[config.mk]
export PLATFORM = sky130hd
export DESIGN_NAME = imc_top
export DESIGN_NICKNAME = d
export VERILOG_FILES = /design/src/common/imc_pkg.sv /design/src/rtl/imc_halfband.sv /design/src/rtl/imc_modulator.sv /design/src/rtl/imc_top.sv
export SDC_FILE = /design/constraint.sdc
export NUM_CORES = 2
export LEC_CHECK = 0
export BUFFER_PORTS_ARGS = -buffer_cell sky130_fd_sc_hd__buf_2
export CORE_MARGIN = 3
export CORE_UTILIZATION = 40
export DETAILED_ROUTE_END_ITERATION = 16
export GPL_ROUTABILITY_DRIVEN = 0
export SYNTH_ARGS = -nofsm -noshare
export SYNTH_HDL_FRONTEND = slang
export SYNTH_SLANG_ARGS = --single-unit
[constraint.sdc]
create_clock -name clk_sys -period 24.8 [get_ports clk_sys]
set_clock_uncertainty 0.1 [all_clocks]
set_input_delay 2.48 -clock clk_sys [delete_from_list [all_inputs] [get_ports clk_sys]]
set_output_delay 2.48 -clock clk_sys [all_outputs]
set_load 0.01 [all_outputs]
[src/common/imc_pkg.sv]
// Overview of operation
// - three half-band stages per I and Q channel
// - ctrl bits 7:6 at 00 bypass interpolation
// - code 01 interpolates two, sequence +1,-1
// - code 10 interpolates four, sequence 0,1,0,-1
// - code 11 interpolates eight, printed eight-term sequence
// - ctrl bits 5:4 select modulation rate or off
// - interpolation filters sit before the modulator
// - quarter and eighth rate halve spectral images
// - ctrl bit 3 enables zero stuffing
// - zero stuffing doubles rate, inserts midscale samples
// - midscale insertion follows the modulator output
package imc_pkg;
    // ------------------------------------------------------------------
    // widths
    // ------------------------------------------------------------------
    localparam int DW = 16;
    localparam int CW = 17;
    localparam int ACC_W = 40;
    localparam int NSTAGE = 3;
    localparam int NCH = 2;
    localparam int HIST = 4;

    // ------------------------------------------------------------------
    // register map
    // ------------------------------------------------------------------
    localparam logic [7:0] CTRL_IDX = 8'h01;
    localparam logic [7:0] CTRL_ADDR = {CTRL_IDX[5:0], 2'b00};
    localparam logic [7:0] STAT_IDX = 8'h02;
    localparam logic [7:0] STAT_ADDR = {STAT_IDX[5:0], 2'b00};
    localparam logic [7:0] CTRL_RESET = 8'h00;
    localparam logic [7:0] CTRL_RW_MASK = 8'hF8;
    localparam int INTERP_LO = 6;
    localparam int MOD_LO = 4;
    localparam int ZS_BIT = 3;
    localparam int STAT_UNDER_BIT = 0;
    localparam int STAT_IDX_LO = 1;

    typedef enum logic [1:0] {
        IMC_MOD_OFF,
        IMC_MOD_HALF,
        IMC_MOD_QUARTER,
        IMC_MOD_EIGHTH
    } imc_mod_e;

    // ------------------------------------------------------------------
    // arithmetic constants
    // ------------------------------------------------------------------
    localparam logic signed [CW-1:0] COEF_ZERO = 17'h00000;
    localparam logic signed [CW-1:0] COEF_ONE = 17'h08000;
    localparam logic signed [CW-1:0] COEF_NONE = 17'h18000;
    localparam logic signed [CW-1:0] COEF_P707 = 17'h05A7F;
    localparam logic signed [CW-1:0] COEF_N707 = 17'h1A581;
    // last term kept as printed; a true sine would end negative
    localparam logic signed [CW-1:0] COEF_LAST = COEF_P707;
    localparam logic signed [CW-1:0] SEQ8 [8] = '{COEF_ZERO, COEF_P707, COEF_ONE,
        COEF_P707, COEF_ZERO, COEF_N707, COEF_NONE, COEF_LAST};
    localparam int COEF_FRAC = 15;
    localparam logic signed [ACC_W-1:0] HB_CENTER = 40'sh00_0000_0009;
    localparam int HB_SHIFT = 4;
    localparam logic signed [ACC_W-1:0] SAT_MAX = 40'sh00_0000_7FFF;
    localparam logic signed [ACC_W-1:0] SAT_MIN = 40'shFF_FFFF_8000;
    localparam logic [DW-1:0] DAC_MIDSCALE = 16'h8000;
    localparam logic [2:0] LOW_MASK [4] = '{3'h0, 3'h1, 3'h3, 3'h7};

    function automatic logic signed [DW-1:0] imc_sat(input logic signed [ACC_W-1:0] v);
        logic signed [DW-1:0] r;
        r = v[DW-1:0];
        if (v > SAT_MAX) begin
            r = SAT_MAX[DW-1:0];
        end else if (v < SAT_MIN) begin
            r = SAT_MIN[DW-1:0];
        end
        return r;
    endfunction
endpackage

[src/rtl/imc_halfband.sv]
module imc_halfband
    import imc_pkg::*;
(
    input wire logic clk_sys,
    input wire logic rst,
    input wire logic tick,
    input wire logic phase,
    input wire logic signed [DW-1:0] din,
    output logic signed [DW-1:0] dout
);
    // ------------------------------------------------------------------
    // history and output
    // ------------------------------------------------------------------
    logic signed [DW-1:0] hist_ff [HIST];
    logic signed [DW-1:0] nxt_hist [HIST];
    logic signed [DW-1:0] dout_ff;
    logic signed [DW-1:0] nxt_dout;
    logic signed [ACC_W-1:0] inner;
    logic signed [ACC_W-1:0] outer;
    logic signed [ACC_W-1:0] acc;

    always_comb begin
        nxt_hist = hist_ff;
        nxt_dout = dout_ff;
        inner = ACC_W'(hist_ff[1]) + ACC_W'(hist_ff[2]);
        outer = ACC_W'(hist_ff[0]) + ACC_W'(hist_ff[3]);
        acc = (inner * HB_CENTER - outer) >>> HB_SHIFT;
        if (tick) begin
            if (!phase) begin
                // even phase: take a sample, emit the centre tap
                nxt_hist[0] = din;
                for (int k = 1; k < HIST; k++) begin
                    nxt_hist[k] = hist_ff[k-1];
                end
                nxt_dout = hist_ff[1];
            end else begin
                // odd phase: midpoint between the two centre samples
                nxt_dout = imc_sat(acc);
            end
        end
    end

    always_ff @(posedge clk_sys) begin
        if (rst) begin
            for (int k = 0; k < HIST; k++) begin
                hist_ff[k] <= '0;
            end
            dout_ff <= '0;
        end else begin
            hist_ff <= nxt_hist;
            dout_ff <= nxt_dout;
        end
    end

    assign dout = dout_ff;
endmodule // imc_halfband

[src/rtl/imc_modulator.sv]
module imc_modulator
    import imc_pkg::*;
(
    input wire logic clk_sys,
    input wire logic rst,
    input wire logic tick,
    input wire logic [1:0] mod_sel,
    input wire logic signed [DW-1:0] din,
    output logic signed [DW-1:0] dout,
    output logic [2:0] idx
);
    // ------------------------------------------------------------------
    // coefficient walk and product
    // ------------------------------------------------------------------
    logic [2:0] idx_ff;
    logic [2:0] nxt_idx;
    logic signed [DW-1:0] dout_ff;
    logic signed [DW-1:0] nxt_dout;
    logic signed [CW-1:0] coef;
    logic signed [ACC_W-1:0] prod;
    imc_mod_e mode;

    always_comb begin
        mode = imc_mod_e'(mod_sel);
        unique case (mode)
            IMC_MOD_OFF: coef = COEF_ONE;
            IMC_MOD_HALF: coef = idx_ff[0] ? COEF_NONE : COEF_ONE;
            IMC_MOD_QUARTER: begin
                coef = idx_ff[0] ? (idx_ff[1] ? COEF_NONE : COEF_ONE) : COEF_ZERO;
            end
            IMC_MOD_EIGHTH: coef = SEQ8[idx_ff];
        endcase
        // no gain makeup: sparse carriers leave images at half size
        prod = (ACC_W'(din) * ACC_W'(coef)) >>> COEF_FRAC;
        nxt_idx = idx_ff;
        nxt_dout = dout_ff;
        if (tick) begin
            // three-bit wrap serves all periods since 2 and 4 divide 8
            nxt_idx = idx_ff + 3'h1;
            nxt_dout = (mode == IMC_MOD_OFF) ? din : imc_sat(prod);
        end
    end

    always_ff @(posedge clk_sys) begin
        if (rst) begin
            idx_ff <= '0;
            dout_ff <= '0;
        end else begin
            idx_ff <= nxt_idx;
            dout_ff <= nxt_dout;
        end
    end

    assign dout = dout_ff;
    assign idx = idx_ff;
endmodule // imc_modulator

[src/rtl/imc_top.sv]
module imc_top
    import imc_pkg::*;
(
    input wire logic clk_sys,
    input wire logic rst,
    input wire logic wb_cyc_i,
    input wire logic wb_stb_i,
    input wire logic wb_we_i,
    input wire logic [7:0] wb_adr_i,
    input wire logic [3:0] wb_sel_i,
    input wire logic [31:0] wb_dat_i,
    output logic [31:0] wb_dat_o,
    output logic wb_ack_o,
    input wire logic in_valid,
    input wire logic signed [DW-1:0] in_i,
    input wire logic signed [DW-1:0] in_q,
    output logic in_ready,
    output logic [DW-1:0] dac_i,
    output logic [DW-1:0] dac_q
);
    // ------------------------------------------------------------------
    // register bus
    // ------------------------------------------------------------------
    logic [7:0] ctrl_ff;
    logic [7:0] nxt_ctrl;
    logic under_ff;
    logic nxt_under;
    logic ack_ff;
    logic nxt_ack;
    logic [31:0] dat_ff;
    logic [31:0] nxt_dat;
    logic bus_req;
    logic [2:0] mod_idx [NCH];
    logic take;
    logic hold_full_ff;

    always_comb begin
        bus_req = wb_cyc_i & wb_stb_i & ~ack_ff;
        nxt_ctrl = ctrl_ff;
        nxt_ack = bus_req;
        nxt_dat = '0;
        nxt_under = under_ff;
        if (bus_req && wb_we_i && wb_sel_i[0]) begin
            if (wb_adr_i == CTRL_ADDR) begin
                nxt_ctrl = wb_dat_i[7:0] & CTRL_RW_MASK;
            end else if (wb_adr_i == STAT_ADDR && wb_dat_i[STAT_UNDER_BIT]) begin
                nxt_under = 1'b0;
            end
        end
        // a starved slot in the clearing cycle still registers
        if (take && !hold_full_ff) begin
            nxt_under = 1'b1;
        end
        if (bus_req && !wb_we_i) begin
            if (wb_adr_i == CTRL_ADDR) begin
                nxt_dat[7:0] = ctrl_ff;
            end else if (wb_adr_i == STAT_ADDR) begin
                nxt_dat[STAT_UNDER_BIT] = under_ff;
                nxt_dat[STAT_IDX_LO +: 3] = mod_idx[0];
            end
        end
    end

    always_ff @(posedge clk_sys) begin
        if (rst) begin
            ctrl_ff <= CTRL_RESET;
            under_ff <= 1'b0;
            ack_ff <= 1'b0;
            dat_ff <= '0;
        end else begin
            ctrl_ff <= nxt_ctrl;
            under_ff <= nxt_under;
            ack_ff <= nxt_ack;
            dat_ff <= nxt_dat;
        end
    end

    // ------------------------------------------------------------------
    // rate scheduler
    // ------------------------------------------------------------------
    logic [1:0] interp;
    logic [1:0] mod_sel;
    logic zs_en;
    logic zs_ph_ff;
    logic nxt_zs_ph;
    logic [2:0] div_ff;
    logic [2:0] nxt_div;
    logic path_tick;
    logic [NSTAGE-1:0] stage_tick;
    logic [NSTAGE-1:0] stage_phase;
    logic take_nxt;
    int sh;

    always_comb begin
        interp = ctrl_ff[INTERP_LO +: 2];
        mod_sel = ctrl_ff[MOD_LO +: 2];
        zs_en = ctrl_ff[ZS_BIT];
        // with stuffing the path runs at half the converter rate
        path_tick = ~zs_en | ~zs_ph_ff;
        nxt_zs_ph = zs_en & ~zs_ph_ff;
        nxt_div = path_tick ? div_ff + 3'h1 : div_ff;
        // input slot once per 2^interp path samples; 00 means every one
        take = path_tick & ((div_ff & LOW_MASK[interp]) == 3'h0);
        // look one edge ahead so a 1x stream needs no bubble
        take_nxt = (~nxt_ctrl[ZS_BIT] | ~nxt_zs_ph)
            & ((nxt_div & LOW_MASK[nxt_ctrl[INTERP_LO +: 2]]) == 3'h0);
        stage_tick = '0;
        stage_phase = '0;
        sh = 0;
        for (int s = 0; s < NSTAGE; s++) begin
            if (s < int'(interp)) begin
                sh = int'(interp) - 1 - s;
                stage_tick[s] = path_tick & ((div_ff & LOW_MASK[sh]) == 3'h0);
                stage_phase[s] = div_ff[sh];
            end
        end
    end

    always_ff @(posedge clk_sys) begin
        if (rst) begin
            zs_ph_ff <= 1'b0;
            div_ff <= '0;
        end else begin
            zs_ph_ff <= nxt_zs_ph;
            div_ff <= nxt_div;
        end
    end

    // ------------------------------------------------------------------
    // input hold, one sample per channel
    // ------------------------------------------------------------------
    logic signed [DW-1:0] hold_ff [NCH];
    logic signed [DW-1:0] nxt_hold [NCH];
    logic nxt_hold_full;
    logic ready_ff;
    logic signed [DW-1:0] feed [NCH];

    always_comb begin
        nxt_hold = hold_ff;
        nxt_hold_full = hold_full_ff;
        if (take) begin
            nxt_hold_full = 1'b0;
        end
        if (in_valid && ready_ff) begin
            nxt_hold[0] = in_i;
            nxt_hold[1] = in_q;
            nxt_hold_full = 1'b1;
        end
        // starved slots feed zero rather than repeating old data
        for (int c = 0; c < NCH; c++) begin
            feed[c] = hold_full_ff ? hold_ff[c] : '0;
        end
    end

    always_ff @(posedge clk_sys) begin
        if (rst) begin
            for (int c = 0; c < NCH; c++) begin
                hold_ff[c] <= '0;
            end
            hold_full_ff <= 1'b0;
            ready_ff <= 1'b0;
        end else begin
            hold_ff <= nxt_hold;
            hold_full_ff <= nxt_hold_full;
            ready_ff <= ~nxt_hold_full | take_nxt;
        end
    end

    // ------------------------------------------------------------------
    // interpolators and modulators
    // ------------------------------------------------------------------
    logic signed [DW-1:0] stage_out [NCH][NSTAGE];
    logic signed [DW-1:0] mod_src [NCH];
    logic signed [DW-1:0] mod_out [NCH];

    for (genvar c = 0; c < NCH; c++) begin : g_ch
        for (genvar s = 0; s < NSTAGE; s++) begin : g_stage
            logic signed [DW-1:0] stage_in;
            if (s == 0) begin : g_first
                assign stage_in = feed[c];
            end else begin : g_next
                assign stage_in = stage_out[c][s-1];
            end
            imc_halfband u_hb (
                .clk_sys(clk_sys),
                .rst(rst),
                .tick(stage_tick[s]),
                .phase(stage_phase[s]),
                .din(stage_in),
                .dout(stage_out[c][s])
            );
        end
        // modulator sees the filtered stream, or the unfiltered feed when interp is 00
        assign mod_src[c] = (interp == 2'h0) ? feed[c] : stage_out[c][interp - 2'h1];
        imc_modulator u_mod (
            .clk_sys(clk_sys),
            .rst(rst),
            .tick(path_tick),
            .mod_sel(mod_sel),
            .din(mod_src[c]),
            .dout(mod_out[c]),
            .idx(mod_idx[c])
        );
    end

    // ------------------------------------------------------------------
    // zero stuffing and converter codes
    // ------------------------------------------------------------------
    logic [DW-1:0] dac_ff [NCH];
    logic [DW-1:0] nxt_dac [NCH];

    always_comb begin
        for (int c = 0; c < NCH; c++) begin
            // stuffing slot sits after the modulator, at the converter output
            if (zs_en && !zs_ph_ff) begin
                nxt_dac[c] = DAC_MIDSCALE;
            end else begin
                nxt_dac[c] = {~mod_out[c][DW-1], mod_out[c][DW-2:0]};
            end
        end
    end

    always_ff @(posedge clk_sys) begin
        if (rst) begin
            for (int c = 0; c < NCH; c++) begin
                dac_ff[c] <= DAC_MIDSCALE;
            end
        end else begin
            dac_ff <= nxt_dac;
        end
    end

    assign wb_dat_o = dat_ff;
    assign wb_ack_o = ack_ff;
    assign in_ready = ready_ff;
    assign dac_i = dac_ff[0];
    assign dac_q = dac_ff[1];
endmodule // imc_top

==> results.sh <==
export IMPL_rsz0062_at_grt="false"
export IMPL_grt_ovfl_total=0
export IMPL_p_leak_nw=29.9
export IMPL_synth_top_area_cell="fa_1"
export IMPL_syn_area_um2=58800
export IMPL_drt_initial_drc_count=2793
export IMPL_cp_slowest_stage_delay_ns=0.76
export IMPL_slew_headroom=0.204
export IMPL_fin_nets=8399
export IMPL_cts_hold_buf=0
export IMPL_worstSetupPathType="flip-flop to flip-flop"
export IMPL_finalInstanceArea_um2=63500
export IMPL_synth_top_cell_area_share=0.230
export IMPL_routedWlPerCell_um=17.2
export IMPL_final_util=0.436
export IMPL_cts_root_buf="clkbuf_16"
export IMPL_p_switching_mw=0.507
export IMPL_htree_levels=3
export IMPL_antenna_found_initial=1
export IMPL_p_int_mw=1.62
export IMPL_grt_start_max_net_pins=98
export IMPL_status="finished, final reports clean"
export IMPL_whs_ns=0.293
export IMPL_fp_dieW_um=389
export IMPL_hold_viol_final=0
export IMPL_dr_total_vias=45400
export IMPL_drive_gt1_frac=0.0531
export IMPL_dr_pass1_iters=6
export IMPL_async_flop_share=0
export IMPL_slew_violations=0
export IMPL_initial_core_util=0.403
export IMPL_syn_area_per_cell_um2=8.37
export IMPL_post_cts_resized=0
export IMPL_routed_wl_mm=154
export IMPL_synth_seq_cells=603
export IMPL_clk_latency_ns=0.68
export IMPL_cp_start_kind="flip-flop"
export IMPL_dp_slack_ns=13.29
export IMPL_grt_pass1_vias=45400
export IMPL_cts_tree="done"
export IMPL_power_density_nw_per_um2=33.6
export IMPL_core_area_um2=146000
export IMPL_grt_util_all_layers=0.205
export IMPL_final_setup_tns_ns=0
export IMPL_seq_power_share=0.461
export IMPL_ys_seq_area_frac=0.205
export IMPL_fp_dieArea_um2=152000
export IMPL_ios=148
export IMPL_ys_top_cells_by_area="fa_1, dfxtp_1, ha_1"
export IMPL_syn_to_final_growth_pct=8.06
export IMPL_dp_hpwl_mm=124
export IMPL_cp_arrival_ns=12.21
export IMPL_drcViolationCount=0
export IMPL_finalCritPeriodShare=0.474
export IMPL_worstPathRequired_ns=25.25
export IMPL_clk_pin_slew_ns=0.06
export IMPL_worst_pin_slew_ns=1.19
export IMPL_synth_edf_count=0
export IMPL_viasPerCell=5.07
export IMPL_clkSinkCount=603
export IMPL_ys_warn_count=0
export IMPL_worst_setup_path_end_kind="flip-flop"
export IMPL_netlist_cell_type_count=83
export IMPL_port_buffers=94
export IMPL_num_antenna_cells=0
export IMPL_cts_made_buffers=70
export IMPL_ys_flop_type="dfxtp_1"
export IMPL_grt_pass1_wl_mm=247
export IMPL_min_path_type="flip-flop to flip-flop"
export IMPL_cp_max_fo=42
export IMPL_cts_setup_buffers=0
export IMPL_ant_nets=0
export IMPL_fin_crit_ns=11.75
export IMPL_yosys_top_cells_count="inv_1, nand2_1, fa_1"
export IMPL_die_y_um=389
export IMPL_combPwrFrac=0.026
export IMPL_fmax_mhz=85.1
export IMPL_post_synth_top_count_cell="inv_1"
export IMPL_ir_drop_mv=0.0485
export IMPL_setup_viol=0
export IMPL_worst_path_max_delay_cell="a22oi_1"
export IMPL_switching_share=0.238
export IMPL_syn_inst=7022
export IMPL_timing_final_ws_setup_ns=13.05
export IMPL_placed_area_um2=61000
export IMPL_cts_buffer_depth=3
export IMPL_maxCapViolCount=0
export IMPL_std_cell_rows=140
export IMPL_pwr_share_clk=0.514
==> power by group through the flow <==
stage	combinational, mW	clock (mW)	sequential (mW)
final	0.0552	1.09	0.982
after global routing	0.0610	1.16	0.981
after CTS	0.0549	1.12	0.981
after detailed placement	0.0547	0	1.00
after global placement	0.0540	0	1.00
after floorplan	0.0397	0	0.998
==> routing by layer <==
| layer | vias up | share of wire | GRT usage |
|---|---|---|---|
| met4 | 2 | 0.034 | 0.0703 |
| met2 | 1003 | 0.47 | 0.342 |
| met1 | 22000 | 0.44 | 0.272 |
| met3 | 230 | 0.054 | 0.0279 |
| met5 | - | 0.000084 | 0 |
| li1 | 22200 | - | - |
==> path summary, 6_finish.rpt <==
path / start / endpoint / slack [ns] / cells after the start
setup / recovery: ctrl_ff[6]$_SDFF_PP0_ / g_ch[1].u_mod.dout[14]$_SDFFE_PP0N_ / 13.05 / 33
hold / removal: g_ch[0].u_mod.dout[15]$_SDFFE_PP0N_ / dac_i[15]$_SDFF_PP1_ / 0.29 / 1
setup reg to reg: ctrl_ff[6]$_SDFF_PP0_ / g_ch[1].u_mod.dout[14]$_SDFFE_PP0N_ / 13.05 / 33
hold reg to reg: g_ch[0].u_mod.dout[15]$_SDFFE_PP0N_ / dac_i[15]$_SDFF_PP1_ / 0.29 / 1
==> cell type report <==
cell class	instances	area, um^2
Fill cell	14500	82200
Multi-Input combinational cell	4717	40300
Sequential cell	603	12100
Inverter	1444	5420
Tap cell	1917	2400
Clock buffer	95	2000
Timing Repair Buffer	146	871
Clock inverter	33	444
==> state kept, by name, summed over array words and instances, names as in the netlist <==
signal	cells
ctrl_ff	5
wb_dat_o	8
g_ch.g_stage.u_hb.dout	96
g_ch.u_mod.idx	6
zs_ph_ff	1
in_ready	1
under_ff	1
div_ff	3
g_ch.u_mod.dout	32
dac_q	16
hold_ff	32
dac_i	16
hold_full_ff	1
wb_ack_o	1
g_ch.g_stage.u_hb.hist_ff	384
==> placed cells by master, fill, tap and decap left out, types with 62 or more instances in the layout <==
master / instances
a21oi_1: 664
dfxtp_1: 601
xnor2_1: 177
xor2_1: 90
nand2_1: 1047
o21ai_0: 179
ha_1: 660
clkbuf_16: 71
nand3_1: 62
buf_2: 93
inv_1: 1444
a21o_1: 101
fa_1: 674
nor2_1: 252
==> cell families after synthesis <==
logic type                 synth area share
xor gates and xnor gates             0.0398
buffers and inverters                 0.112
other                             0.0000638
adders and majority gates             0.371
DFF                                   0.205
AOI/OAI and AO/OA                     0.138
and+or+nand+nor                       0.123
muxes                                0.0105
==> critical path: cells and delay by family (launching register included) <==
kind | cells | cell delay (ns)
and+or+nand+nor | 9 | 2.51
buffers and inverters | 8 | 1.41
adders and majority gates | 8 | 3.87
DFF | 1 | 0.75
xor gates and xnor gates | 1 | 0.44
AOI/OAI and AO/OA | 7 | 2.51
==> per-stage QoR <==
stage,power (mW),std cells
after global routing,2.20,8955
after global placement,1.06,8827
after detailed placement,1.06,8827
final,2.13,8955
after floorplan,1.04,7045
after CTS,2.16,8955
Power figures use the tool's default switching activity.
